**src/rtl/sats_consts.svh**
```systemverilog
// constants for the shared adc trigger and scan sequencer
`ifndef SATS_CONSTS_SVH
`define SATS_CONSTS_SVH
`define SATS_N_INPUTS        12
`define SATS_N_FIRST         8
`define SATS_TRG_W           5
`define SATS_SAMPLE_TIME_COUNT_W          10
`define SATS_TRG_NONE        5'h00
`define SATS_TRG_GSW         5'h01
`define SATS_TRG_GLSW        5'h02
`define SATS_TRG_SCAN        5'h03
`define SATS_ADDR_W          4
`define SATS_A_CTRL1         4'h0
`define SATS_A_CTRL2         4'h1
`define SATS_A_TRG_LO        4'h2
`define SATS_A_TRG_HI        4'h3
`define SATS_A_SCAN          4'h4
`define SATS_A_MODE          4'h5
`define SATS_A_SWTRG         4'h6
`define SATS_A_STATUS        4'h7
`define SATS_A_READY         4'h8
`define SATS_SCAN_SRC_LSB    16
`define SATS_SAMPLE_TIME_COUNT_LSB        16
`define SATS_GSW_BIT         6
`define SATS_GLSW_BIT        7
`define SATS_TRG_STRIDE      8
`define SATS_SIGN_OFS        1
`define SATS_RST_SAMPLE_TIME_COUNT        10'h001
`endif

```
**src/rtl/sats_pkg.sv**
```systemverilog
// types for the shared adc trigger and scan sequencer
`default_nettype none
package sats_pkg;
  typedef enum logic [1:0] {
    SATS_IDLE   = 2'b00,
    SATS_SAMPLE = 2'b01,
    SATS_CONV   = 2'b11
  } sats_state_t;
  typedef struct packed {
    logic       connect;
    logic [3:0] input_sel;
    logic       differential;
    logic       signed_mode;
  } sats_mux_t;
endpackage
`default_nettype wire

```
**src/rtl/sats_prio.sv**
```systemverilog
// lowest-numbered-first priority picker
`include "sats_consts.svh"
`default_nettype none
module sats_prio #(
  parameter int N = `SATS_N_INPUTS
) (
  input  wire logic [N-1:0]         req,
  output logic                      any,
  output logic [$clog2(N)-1:0]      idx
);
  initial begin
    if (N < 2) begin
      $error("sats_prio needs at least two inputs");
    end
  end
  // scan from the top so the lowest set bit wins
  always_comb begin
    any = |req;
    idx = '0;
    for (int i = N - 1; i >= 0; i--) begin
      if (req[i]) begin
        idx = ($clog2(N))'(i);
      end
    end
  end
endmodule
`default_nettype wire

```
**src/rtl/sats_seq.sv**
```systemverilog
// trigger arbitration and sample/convert sequencing for one shared adc
`include "sats_consts.svh"
`default_nettype none
module sats_seq #(
  parameter int N      = `SATS_N_INPUTS,
  parameter int NFIRST = `SATS_N_FIRST,
  parameter int SAMPLE_TIME_COUNT_W = `SATS_SAMPLE_TIME_COUNT_W
) (
  input  wire logic                       ref_clk,
  input  wire logic                       reset,
  input  wire logic [`SATS_ADDR_W-1:0]    reg_addr,
  input  wire logic [31:0]                reg_wdata,
  input  wire logic                       reg_write,
  input  wire logic                       reg_read,
  output logic      [31:0]                reg_rdata,
  input  wire logic [31:0]                trigger_in,
  output sats_pkg::sats_mux_t             mux_ctrl,
  output logic                            conv_start,
  input  wire logic                       conv_done,
  input  wire logic [11:0]                conv_raw,
  output logic      [15:0]                result_data,
  output logic                            result_valid,
  output logic      [3:0]                 result_input
);
  localparam int IW = $clog2(N);

  initial begin
    if (N != `SATS_N_INPUTS || NFIRST != `SATS_N_FIRST) begin
      $error("sats_seq supports twelve inputs with eight first-class");
    end
    if (SAMPLE_TIME_COUNT_W < 1 || SAMPLE_TIME_COUNT_W > 16) begin
      $error("sats_seq sample count width out of range");
    end
  end

  // registers
  logic [4:0]           scan_trigger_select_q;
  logic [SAMPLE_TIME_COUNT_W-1:0]    sample_time_count_q;
  logic [NFIRST*5-1:0]  input_trigger_select_q;
  logic [N-1:0]         scan_input_select_q;
  logic [N-1:0]         differential_select_q;
  logic [N-1:0]         signed_select_q;
  logic                 gsw_pulse_q;
  logic                 glsw_level_q;
  logic [N-1:0]         ready_q;
  logic [N-1:0]         pend_q;
  logic [N-1:0]         scan_pend_q;
  logic [SAMPLE_TIME_COUNT_W-1:0]    cnt_q;
  logic [IW-1:0]        cur_q;
  logic                 cur_scan_q;
  logic [31:0]          trg_prev_q;
  sats_pkg::sats_state_t state_q;

  // decode a trigger source code into an event this cycle
  function automatic logic src_event(input logic [4:0] code,
                                     input logic [31:0] rise,
                                     input logic gsw, input logic glsw);
    logic ev;
    ev = 1'b0;
    case (code)
      `SATS_TRG_NONE: ev = 1'b0;
      `SATS_TRG_GSW:  ev = gsw;
      `SATS_TRG_GLSW: ev = glsw;
      `SATS_TRG_SCAN: ev = 1'b0;
      default:        ev = rise[code];
    endcase
    return ev;
  endfunction

  // software register writes
  always_ff @(posedge ref_clk) begin
    if (reset) begin
      scan_trigger_select_q  <= `SATS_TRG_NONE;
      sample_time_count_q    <= SAMPLE_TIME_COUNT_W'(`SATS_RST_SAMPLE_TIME_COUNT);
      input_trigger_select_q <= '0;
      scan_input_select_q    <= '0;
      differential_select_q  <= '0;
      signed_select_q        <= '0;
      glsw_level_q           <= 1'b0;
    end else if (reg_write) begin
      case (reg_addr)
        `SATS_A_CTRL1: scan_trigger_select_q <=
          reg_wdata[`SATS_SCAN_SRC_LSB +: 5];
        `SATS_A_CTRL2: sample_time_count_q <=
          reg_wdata[`SATS_SAMPLE_TIME_COUNT_LSB +: SAMPLE_TIME_COUNT_W];
        `SATS_A_TRG_LO: for (int i = 0; i < 4; i++) begin
          input_trigger_select_q[i*5 +: 5] <=
            reg_wdata[i*`SATS_TRG_STRIDE +: 5];
        end
        `SATS_A_TRG_HI: for (int i = 0; i < 4; i++) begin
          input_trigger_select_q[(i+4)*5 +: 5] <=
            reg_wdata[i*`SATS_TRG_STRIDE +: 5];
        end
        `SATS_A_SCAN: scan_input_select_q <= reg_wdata[N-1:0];
        `SATS_A_MODE: for (int i = 0; i < N; i++) begin
          differential_select_q[i] <= reg_wdata[2*i];
          signed_select_q[i] <= reg_wdata[2*i+`SATS_SIGN_OFS];
        end
        `SATS_A_SWTRG: glsw_level_q <= reg_wdata[`SATS_GLSW_BIT];
        default: ;
      endcase
    end
  end

  // self-clearing global software trigger
  always_ff @(posedge ref_clk) begin
    if (reset) begin
      gsw_pulse_q <= 1'b0;
    end else begin
      gsw_pulse_q <= reg_write && reg_addr == `SATS_A_SWTRG &&
                     reg_wdata[`SATS_GSW_BIT];
    end
  end

  // hardware trigger edge detect
  always_ff @(posedge ref_clk) begin
    if (reset) begin
      trg_prev_q <= '0;
    end else begin
      trg_prev_q <= trigger_in;
    end
  end

  logic [31:0]   trg_rise;
  logic [N-1:0]  indiv_ev;
  logic          scan_ev;
  logic [N-1:0]  scan_members;
  assign trg_rise = trigger_in & ~trg_prev_q;

  // per-input individual events and scan membership
  always_comb begin
    indiv_ev     = '0;
    scan_members = scan_input_select_q;
    scan_ev      = src_event(scan_trigger_select_q, trg_rise,
                             gsw_pulse_q, glsw_level_q);
    for (int i = 0; i < NFIRST; i++) begin
      indiv_ev[i] = src_event(input_trigger_select_q[i*5 +: 5], trg_rise,
                              gsw_pulse_q, glsw_level_q);
      if (input_trigger_select_q[i*5 +: 5] != `SATS_TRG_SCAN) begin
        scan_members[i] = 1'b0;
      end
    end
  end

  // merged request vector: individual and scan pending ranked by input number alone
  logic [N-1:0] all_req;
  logic         pick_any;
  logic [IW-1:0] pick_idx;
  assign all_req = pend_q | scan_pend_q;

  sats_prio #(
    .N (N)
  ) u_prio (
    .req (all_req),
    .any (pick_any),
    .idx (pick_idx)
  );

  logic start_next;
  logic finishing;
  logic preempt;
  assign finishing  = state_q == sats_pkg::SATS_CONV && conv_done;
  assign start_next = pick_any &&
                      (state_q == sats_pkg::SATS_IDLE || finishing);
  // an individual trigger of lower number than the scan sample preempts
  assign preempt = state_q == sats_pkg::SATS_SAMPLE && cur_scan_q &&
                   pick_any && pick_idx < cur_q &&
                   pend_q[pick_idx];

  // pending individual requests; new event wins over service clear
  always_ff @(posedge ref_clk) begin
    if (reset) begin
      pend_q <= '0;
    end else begin
      for (int i = 0; i < N; i++) begin
        if (indiv_ev[i]) begin
          pend_q[i] <= 1'b1;
        end else if ((start_next || preempt) && pick_idx == IW'(i) &&
                     pend_q[i]) begin
          pend_q[i] <= 1'b0;
        end
      end
    end
  end

  // pending scan members; class two and three only through scan
  always_ff @(posedge ref_clk) begin
    if (reset) begin
      scan_pend_q <= '0;
    end else if (scan_ev) begin
      scan_pend_q <= scan_members;
    end else if (preempt) begin
      scan_pend_q[cur_q] <= 1'b1;
    end else if (start_next && !pend_q[pick_idx]) begin
      scan_pend_q[pick_idx] <= 1'b0;
    end
  end

  // sample and convert sequence
  always_ff @(posedge ref_clk) begin
    if (reset) begin
      state_q    <= sats_pkg::SATS_IDLE;
      cnt_q      <= '0;
      cur_q      <= '0;
      cur_scan_q <= 1'b0;
    end else begin
      case (state_q)
        sats_pkg::SATS_IDLE: begin
          if (start_next) begin
            state_q    <= sats_pkg::SATS_SAMPLE;
            cnt_q      <= sample_time_count_q;
            cur_q      <= pick_idx;
            cur_scan_q <= !pend_q[pick_idx];
          end
        end
        sats_pkg::SATS_SAMPLE: begin
          if (preempt) begin
            cnt_q      <= sample_time_count_q;
            cur_q      <= pick_idx;
            cur_scan_q <= 1'b0;
          end else if (cnt_q <= SAMPLE_TIME_COUNT_W'(1)) begin
            state_q <= sats_pkg::SATS_CONV;
          end else begin
            cnt_q <= cnt_q - SAMPLE_TIME_COUNT_W'(1);
          end
        end
        sats_pkg::SATS_CONV: begin
          if (conv_done) begin
            if (start_next) begin
              state_q    <= sats_pkg::SATS_SAMPLE;
              cnt_q      <= sample_time_count_q;
              cur_q      <= pick_idx;
              cur_scan_q <= !pend_q[pick_idx];
            end else begin
              state_q <= sats_pkg::SATS_IDLE;
            end
          end
        end
        default: state_q <= sats_pkg::SATS_IDLE;
      endcase
    end
  end

  // conversion start pulse on leaving sampling
  always_ff @(posedge ref_clk) begin
    if (reset) begin
      conv_start <= 1'b0;
    end else begin
      conv_start <= state_q == sats_pkg::SATS_SAMPLE && !preempt &&
                    cnt_q <= SAMPLE_TIME_COUNT_W'(1);
    end
  end

  // front end mux control follows the active input
  always_comb begin
    mux_ctrl.connect      = state_q != sats_pkg::SATS_IDLE;
    mux_ctrl.input_sel    = 4'(cur_q);
    mux_ctrl.differential = differential_select_q[cur_q];
    mux_ctrl.signed_mode  = signed_select_q[cur_q];
  end

  // result capture and sign handling
  always_ff @(posedge ref_clk) begin
    if (reset) begin
      result_data  <= '0;
      result_valid <= 1'b0;
      result_input <= '0;
    end else begin
      result_valid <= finishing;
      if (finishing) begin
        result_input <= 4'(cur_q);
        if (signed_select_q[cur_q]) begin
          // offset binary to two's complement, sign extended
          result_data <= {{4{~conv_raw[11]}}, ~conv_raw[11],
                          conv_raw[10:0]};
        end else begin
          result_data <= {4'h0, conv_raw};
        end
      end
    end
  end

  // result-ready flags; completion wins over a read clear
  always_ff @(posedge ref_clk) begin
    if (reset) begin
      ready_q <= '0;
    end else begin
      for (int i = 0; i < N; i++) begin
        if (finishing && cur_q == IW'(i)) begin
          ready_q[i] <= 1'b1;
        end else if (reg_read && reg_addr == `SATS_A_READY) begin
          ready_q[i] <= 1'b0;
        end
      end
    end
  end

  // register read data, one cycle after the strobe
  always_ff @(posedge ref_clk) begin
    if (reset) begin
      reg_rdata <= '0;
    end else if (reg_read) begin
      reg_rdata <= '0;
      case (reg_addr)
        `SATS_A_CTRL1: reg_rdata[`SATS_SCAN_SRC_LSB +: 5] <=
          scan_trigger_select_q;
        `SATS_A_CTRL2: reg_rdata[`SATS_SAMPLE_TIME_COUNT_LSB +: SAMPLE_TIME_COUNT_W] <=
          sample_time_count_q;
        `SATS_A_TRG_LO: for (int i = 0; i < 4; i++) begin
          reg_rdata[i*`SATS_TRG_STRIDE +: 5] <=
            input_trigger_select_q[i*5 +: 5];
        end
        `SATS_A_TRG_HI: for (int i = 0; i < 4; i++) begin
          reg_rdata[i*`SATS_TRG_STRIDE +: 5] <=
            input_trigger_select_q[(i+4)*5 +: 5];
        end
        `SATS_A_SCAN: reg_rdata[N-1:0] <= scan_input_select_q;
        `SATS_A_MODE: for (int i = 0; i < N; i++) begin
          reg_rdata[2*i] <= differential_select_q[i];
          reg_rdata[2*i+`SATS_SIGN_OFS] <= signed_select_q[i];
        end
        `SATS_A_SWTRG: reg_rdata[`SATS_GLSW_BIT] <= glsw_level_q;
        // only first-class inputs can hold an individual request
        `SATS_A_STATUS: reg_rdata <= {2'(state_q), 2'h0, 4'(cur_q),
                                      cur_scan_q, 3'h0, scan_pend_q,
                                      pend_q[NFIRST-1:0]};
        `SATS_A_READY: reg_rdata[N-1:0] <= ready_q;
        default: reg_rdata <= '0;
      endcase
    end
  end
endmodule
`default_nettype wire

```
**config.mk**
```make
export PLATFORM = sky130hd
export DESIGN_NAME = sats_seq
export DESIGN_NICKNAME = d
export VERILOG_FILES = /design/src/rtl/sats_pkg.sv /design/src/rtl/sats_prio.sv /design/src/rtl/sats_seq.sv
export VERILOG_INCLUDE_DIRS = /design/src /design/src/rtl
export SDC_FILE = /design/constraint.sdc
export NUM_CORES = 1
export LEC_CHECK = 0
export BUFFER_PORTS_ARGS = -buffer_cell sky130_fd_sc_hd__buf_2
export CORE_MARGIN = 2
export CORE_UTILIZATION = 60
export CTS_CLUSTER_SIZE = 14
export DETAILED_ROUTE_END_ITERATION = 16
export GPL_TIMING_DRIVEN = 0
export PLACE_DENSITY = 0.81
export SLEW_MARGIN = 25
export SYNTH_ARGS = -nofsm -noshare
export SYNTH_HDL_FRONTEND = slang
export SYNTH_SLANG_ARGS = --single-unit
```
**constraint.sdc**
```tcl
create_clock -name ref_clk -period 5.6 [get_ports ref_clk]
set_clock_uncertainty 0.1 [all_clocks]
set_input_delay 1.12 -clock ref_clk [delete_from_list [all_inputs] [get_ports ref_clk]]
set_output_delay 1.12 -clock ref_clk [all_outputs]
set_load 0.005 [all_outputs]
```
Yosys cells after proc, flatten, opt, wreduce, memory -nomap -nowiden
Index checks and enable logic that the tools add are counted.
{ "word_totals": {"wordCells": 354, "latch_bits": 0, "mem_count": 0, "in_bits": 85, "out_inout_bits": 61, "romBits": 0, "reg_bits": 228, "mem_bits_rw": 0} }
{ "classes": {"eq_ne": 69, "multipliers": 0, "n_reduce_logical": 102, "shift": 0, "add_sub_neg": 1, "muxes": 120, "div_mod_pow": 0, "bitwise": 7, "magnitude_cmp": 15} }
{ "ops": {"columns": ["cell", "n"], "rows": [
  ["5-bit by 2-bit == test with 1-bit output (second input constant)", 18],
  ["4-bit 2-to-1 mux", 15],
  ["5-bit case mux with 6 select lines", 2],
  ["1-bit 2-to-1 mux", 55],
  ["5-bit by 6-bit less-than comparator with 1-bit output (second input constant)", 9],
  ["4-bit by 3-bit == test with 1-bit output (second input constant)", 12],
  ["1-bit binary-select mux with 5-bit select", 9],
  ["5-bit by 1-bit == test with 1-bit output (second input constant)", 9],
  ["5-bit zero test", 9],
  ["1-bit logical AND", 42],
  ["2-bit nonzero test", 21],
  ["10-bit 2-to-1 mux", 4],
  ["5-bit by 2-bit != test with 1-bit output (second input constant)", 8],
  ["12-bit 2-to-1 mux", 3],
  ["32-bit bitwise AND", 1],
  ["32-bit inverter", 1],
  ["1-bit case mux with 3 select lines", 10],
  ["10-bit case mux with 3 select lines", 1],
  ["4-bit by 2-bit == test with 1-bit output (second input constant)", 6],
  ["4-bit case mux with 6 select lines", 1],
  ["4-bit == test (second input constant)", 5],
  ["3-bit case mux with 3 select lines", 2],
  ["2-bit OR reduction", 9],
  ["16-bit 2-to-1 mux", 1],
  ["other kinds (34)", 61]
]} }

Longest topological paths before layout
{ "logic_depth": {"ltp_word": 22, "ltp_mapped": 14} }

By module
A second synthesis with hierarchy kept.
{ "unflattened": {"cells_unflattened": 1398, "area_unflattened_um2": 12266.8} }
{ "by_module_without_submodules": {"columns": ["mod", "instances", "area_per_inst_um2", "cells_per_inst"], "rows": [
  ["sats_seq", 1, 12137.9, 1376],
  ["sats_prio", 1, 128.9, 22]
]} }

Worst setup path before layout
No wires, ideal clock.
{ "synth_timing": {"kind": "input -> register", "from": "input port trigger_in[22]", "to": "register scan_pend_q[1]", "path_buffers": 2, "t_arrival_ns": 3.220, "setup_ns": 0.126, "slack_ns": 2.154, "stages": 9, "path_cell_list": "nor2b_1 -> mux4_2 -> mux4_2 -> a21oi_1 -> buf_2 -> buf_1 -> nor2_1 -> a41oi_1 -> o21ai_0"} }
{ "synth_via": {"elab_chain_cells": 5, "elab_cells_between_ends": 6, "classes_between": "mux: 4; bitwise: 1; reduce/logical: 1"} }
{ "synth_lines": {"columns": ["element", "line", "text"], "rows": [
  ["start, declared", "sats_seq.sv:16", "input wire logic [31:0] trigger_in,"],
  ["32-bit bitwise AND (*)", "sats_seq.sv:128", "assign trg_rise = trigger_in & ~trg_prev_q;"],
  ["1-bit binary-select mux with 5-bit select (*)", "sats_seq.sv:65", "default: ev = rise[code];"],
  ["1-bit 2-to-1 mux (implied by the code) (*)", "sats_seq.sv:65", null],
  ["1-bit case mux with 3 select lines (*)", "sats_seq.sv:60", "case (code)"],
  ["3-bit nonzero test (no line) / 12-bit 2-to-1 mux (equally long branches)", null, null],
  ["end signal, assigned", "sats_seq.sv:191", "scan_pend_q <= scan_members;"],
  ["end, declared", "sats_seq.sv:47", "logic [N-1:0] scan_pend_q;"]
]} }
Every way passes the cells marked *; elsewhere a longest branch is shown, timed or not. The select of a mux whose other input is x is not followed.
A chain may end at the register's enable or synchronous reset.

Worst setup path in the final report
{ "layout_timing": {"from": "register scan_pend_q[3]", "to": "register cnt_q[3]"} }
{ "layout_via": {"elab_chain_cells": 10, "elab_cells_between_ends": 19, "classes_between": "order compare: 1; eq/ne: 1; mux: 10; bitwise: 1; reduce/logical: 6"} }
{ "layout_lines": {"columns": ["element", "line", "text"], "rows": [
  ["8-bit by 12-bit OR with 12-bit output (*)", "sats_seq.sv:149", "assign all_req = pend_q | scan_pend_q;"],
  ["4-bit 2-to-1 mux (*) (4 in a row)", "sats_prio.sv:21", "if (req[i]) begin"],
  ["net pick_idx[2]", "sats_seq.sv:148", "logic [IW-1:0] pick_idx;"],
  ["1-bit binary-select mux with 4-bit select / 4-bit less-than comparator (equally long branches)", "sats_seq.sv:168, sats_seq.sv:167", null],
  ["1-bit 2-to-1 mux (implied by the code) / 1-bit logical AND (equally long branches)", "sats_seq.sv:168, sats_seq.sv:167", null],
  ["1-bit logical AND (*)", "sats_seq.sv:167", "pick_any && pick_idx < cur_q &&"],
  ["3-bit != test (no line) / 10-bit 2-to-1 mux (equally long branches)", null, null],
  ["3-bit AND reduction (no line) / 10-bit case mux with 3 select lines (equally long branches)", null, null],
  ["end signal, assigned", "sats_seq.sv:211", "cnt_q <= sample_time_count_q;"],
  ["end signal, assigned", "sats_seq.sv:218", "cnt_q <= sample_time_count_q;"],
  ["end signal, assigned", "sats_seq.sv:224", "cnt_q <= cnt_q - SAMPLE_TIME_COUNT_W'(1);"],
  ["end, declared", "sats_seq.sv:48", "logic [SAMPLE_TIME_COUNT_W-1:0] cnt_q;"]
]} }
Mark *: on every way through the listed nets, which the timed path passes. The rest lies on a longest branch. The select of a mux whose other input is x is not followed.

==> results.py <==
metrics = {
    "synth": {
        "yosysMostFrequentCell": "nand2_1",
        "synth_enable_flop_cells": 0,
        "seq_area_frac_synth": 0.373,
        "ys_top_cells_by_area": "dfxtp_1, mux4_2, nand2_1",
        "mapped_nets": 1402,
        "ys_warn_count": 0,
        "netlist_instances": 1311,
        "synth.cells.most_frequent": "nand2_1, dfxtp_1, a21oi_1",
        "mean_cell_area_of_the_mapped_netlist_um2": 9.02,
        "synth_top_cell_area_share": 0.373,
        "async_reset_ff_frac": 0,
        "ys.flop_type": "dfxtp_1",
        "synth_top_area_cell": "dfxtp_1",
        "yosys.cell_types.count": 69,
        "synthesis_stage_register_bit_count": 220,
        "post_synth_instance_area_um2": 11800,
    },
    "floorplanning": {
        "die_height_um": 144,
        "top_level_ports": 146,
        "site_row_count": 51,
        "dieArea_um2": 20800,
        "core_area_um2": 19400,
        "chipWidth_um": 144,
        "initial_core_util": 0.609,
    },
    "routing": {
        "met3RoutedLength_mm": 5.46,
        "ant_nets": 0,
        "drtIter0Drc": 1610,
        "maxUsedRoutingLayer": "met4",
        "routed_wirelength_mm": 43.8,
        "routed-wl-met2_mm": 19.4,
        "wl_per_cell_um": 25.1,
        "drt_drc_violations_left": 0,
        "met1Wirelength_mm": 16.0,
        "firstDrtPassIters": 7,
        "vias": 11994,
        "detail_route.vias_per_cell": 6.85,
    },
    "timing": {
        "rsz0062_at_grt": "false",
        "report.final.hold_viol_count": 0,
        "timing.final.crit_period_ns": 4.32,
        "timing.setup.tns_ns": 0,
        "max_slew.worst_pin.slew_ns": 0.996,
        "setup_ws_ns": 1.28,
        "finalMaxSlewViolations": 0,
        "setup_viol_count_final": 0,
        "hold-worst-slack_ns": 0.349,
        "relSlewSlack": 0.336,
        "period_share": 0.771,
        "maxClockFrequency_mhz": 232,
    },
    "setup_path": {
        "required_ns": 5.94,
        "rr_startpoint": "scan_pend_q[3]$_SDFFE_PP0P_",
        "r2r_setup_slack_ns": 1.28,
        "critical_path_arrival_ns": 4.66,
        "critPathCaptureType": "flip-flop",
        "r2r-end": "cnt_q[3]$_SDFFE_PP0P_",
        "worstPathMaxFanout": 8,
        "timing_worst_setup_path_type": "flip-flop to flip-flop",
        "timing.reg2reg.worst_path_depth": 13,
        "critical_path.startpoint_type": "flip-flop",
    },
    "worst_hold_path": {
        "worst_hold_path.num_cells": 2,
        "hold-path-endpoint": "result_data[0]$_SDFFE_PP0P_",
        "timing.hold.worst.class": "flip-flop to flip-flop",
        "hold_path_startpoint": "result_data[0]$_SDFFE_PP0P_",
    },
    "clock_tree": {
        "tritoncts": "done",
        "cts_sinks": 220,
        "clock_insertion_delay_worst_skew_ns": 0.54,
        "hold_buffers": 0,
        "root_buffer": "clkbuf_16",
        "cts_clock_pin_slew_for_the_worst_setup_and_hold_paths_ns": 0.06,
        "post_cts.repair.setup_buffers": 0,
        "cts_made_buffers": 24,
        "cts-resized-gates": 0,
        "clock_path_buffers": 3,
        "htreeDepth": 1,
    },
    "place": {
        "dp_worst_setup_slack_ns": 1.41,
        "gp_congestion": 1.01,
        "dpl-instance-area_um2": 12800,
        "portBuffers": 135,
        "dp_hpwl_mm": 32.9,
    },
    "grt": {
        "grt_pass1_wl_mm": 65.8,
        "grt-ovfl-total": 0,
        "grt_antenna_before_repair": 0,
        "grt_util_all_layers": 0.424,
        "grt_pass1_vias": 11304,
        "pin_count_of_the_biggest_net_entering_global_routing": 14,
    },
    "outcome": {
        "outcome": "finished clean",
    },
    "final_layout": {
        "diodes": 0,
        "drive_above_1_share": 0.193,
        "area.growth.synth_to_final_pct": 15.2,
        "finalInstanceArea_um2": 13600,
        "number_of_nets_in_the_layout": 1563,
    },
    "run": {
        "drv_cap": 0,
    },
    "pwr": {
        "power_density_nw_per_um2": 286,
        "power.static_leakage_nw": 4.94,
        "power.ir.vdd_worst_mv": 0.236,
    },
}
## routing by layer
layer	track usage	vias up
li1	-	5143
met1	0.555	5674
met2	0.658	947
met3	0.0884	230
met4	0.239	0
met5	0	-
## report_power, final
part | total (mW) | internal, mW | switching, mW
registers | 1.66 | 1.61 | 0.0448
clock network | 1.60 | 0.950 | 0.655
logic | 0.629 | 0.230 | 0.399
total | 3.89 | 2.79 | 1.10
## per-stage QoR
stage / power [mW] / std cells / utilization
after floorplan: 2.08 / 1311 / -
after global placement: 2.28 / 1711 / 0.661
after detailed placement: 2.29 / 1711 / 0.661
after CTS: 3.87 / 1750 / 0.702
after global routing: 3.99 / 1750 / 0.702
final: 3.89 / 1750 / 0.702
## kinds of logic (layout without fill, tap and decap cells)
group	Yosys count	count (layout)	synth area share
AOI/OAI and AO/OA	319	319	0.177
adders and majority gates	6	6	0.00635
buffers and inverters	127	301	0.0428
DFF	220	220	0.373
muxes	129	129	0.201
other	1	1	0.000317
and+or+nand+nor	509	509	0.201
## sequential cells by signal (all words and copies together), names as in the netlist, 4 cells and up
signal / count
cur_q: 4
result_input: 4
trg_prev_q: 28
scan_input_select_q: 12
ready_q: 12
differential_select_q: 12
reg_rdata: 31
pend_q: 8
input_trigger_select_q: 40
scan_pend_q: 12
result_data: 13
sample_time_count_q: 10
signed_select_q: 12
cnt_q: 10
scan_trigger_select_q: 5
## cell usage in the layout (no fill, tap or decap), types with 8 or more instances in the layout
cell type | netlist | final
a21oi_1 | 134 | 134
a221oi_1 | 13 | 13
a222oi_1 | 9 | 9
a22o_1 | 8 | 8
a22oi_1 | 29 | 29
a311oi_1 | 11 | 11
a31oi_1 | 10 | 10
and3_1 | 8 | 8
buf_1 | 19 | 19
buf_2 | 2 | 137
clkbuf_1 | 77 | 79
clkbuf_16 | 0 | 25
dfxtp_1 | 220 | 220
inv_1 | 22 | 22
mux2i_1 | 36 | 36
mux4_2 | 86 | 86
nand2_1 | 242 | 242
nand2b_1 | 21 | 21
nand3_1 | 15 | 15
nand3b_1 | 11 | 11
nand4_1 | 9 | 9
nor2_1 | 90 | 90
nor2b_1 | 57 | 57
nor3_1 | 15 | 15
nor4_1 | 12 | 12
o21ai_0 | 40 | 40
## worst max-delay path, cell delays in order (launching register included)
cell and delay, ns:
dfxtp_1 0.41, nor4_1 0.58, nand2_1 0.13, or2_2 0.30, clkbuf_1 0.19, inv_1 0.19
ha_1 0.27, a21o_1 0.16, a221oi_1 0.31, o211a_1 0.42, o22ai_1 0.25, nor2_2 0.36
nand2_1 0.28, o221ai_1 0.28
## how the worst max path moves through the flow
| stage | end | slack [ns] | cells past startpoint | start |
|---|---|---|---|---|
| 2_1_floorplan | scan_pend_q[1]$_SDFFE_PP0P_ | 2.15 | 9 | trigger_in[22] |
| 4_1_cts | cnt_q[3]$_SDFFE_PP0P_ | 1.38 | 13 | scan_pend_q[3]$_SDFFE_PP0P_ |
| 3_5_place_dp | scan_pend_q[3]$_SDFFE_PP0P_ | 1.41 | 10 | trigger_in[22] |
| 3_3_place_gp | cnt_q[3]$_SDFFE_PP0P_ | 1.40 | 13 | scan_pend_q[3]$_SDFFE_PP0P_ |
| 5_1_grt | cnt_q[9]$_SDFFE_PP0P_ | 1.04 | 13 | scan_pend_q[2]$_SDFFE_PP0P_ |
| 6_report | cnt_q[3]$_SDFFE_PP0P_ | 1.28 | 13 | scan_pend_q[3]$_SDFFE_PP0P_ |
## area by class of cell
| type | count | area (um^2) |
|---|---|---|
| multi-input cells | 964 | 6910 |
| flip-flops and latches | 220 | 4400 |
| inverters | 23 | 86.3 |
| clock inverters | 8 | 97.6 |
| clock buffers | 31 | 688 |
| plain buffers | 104 | 419 |
| well taps | 265 | 332 |
| repair buffers | 135 | 676 |
| fillers | 1588 | 5780 |
No activity file was read; power rests on OpenSTA's default activity.
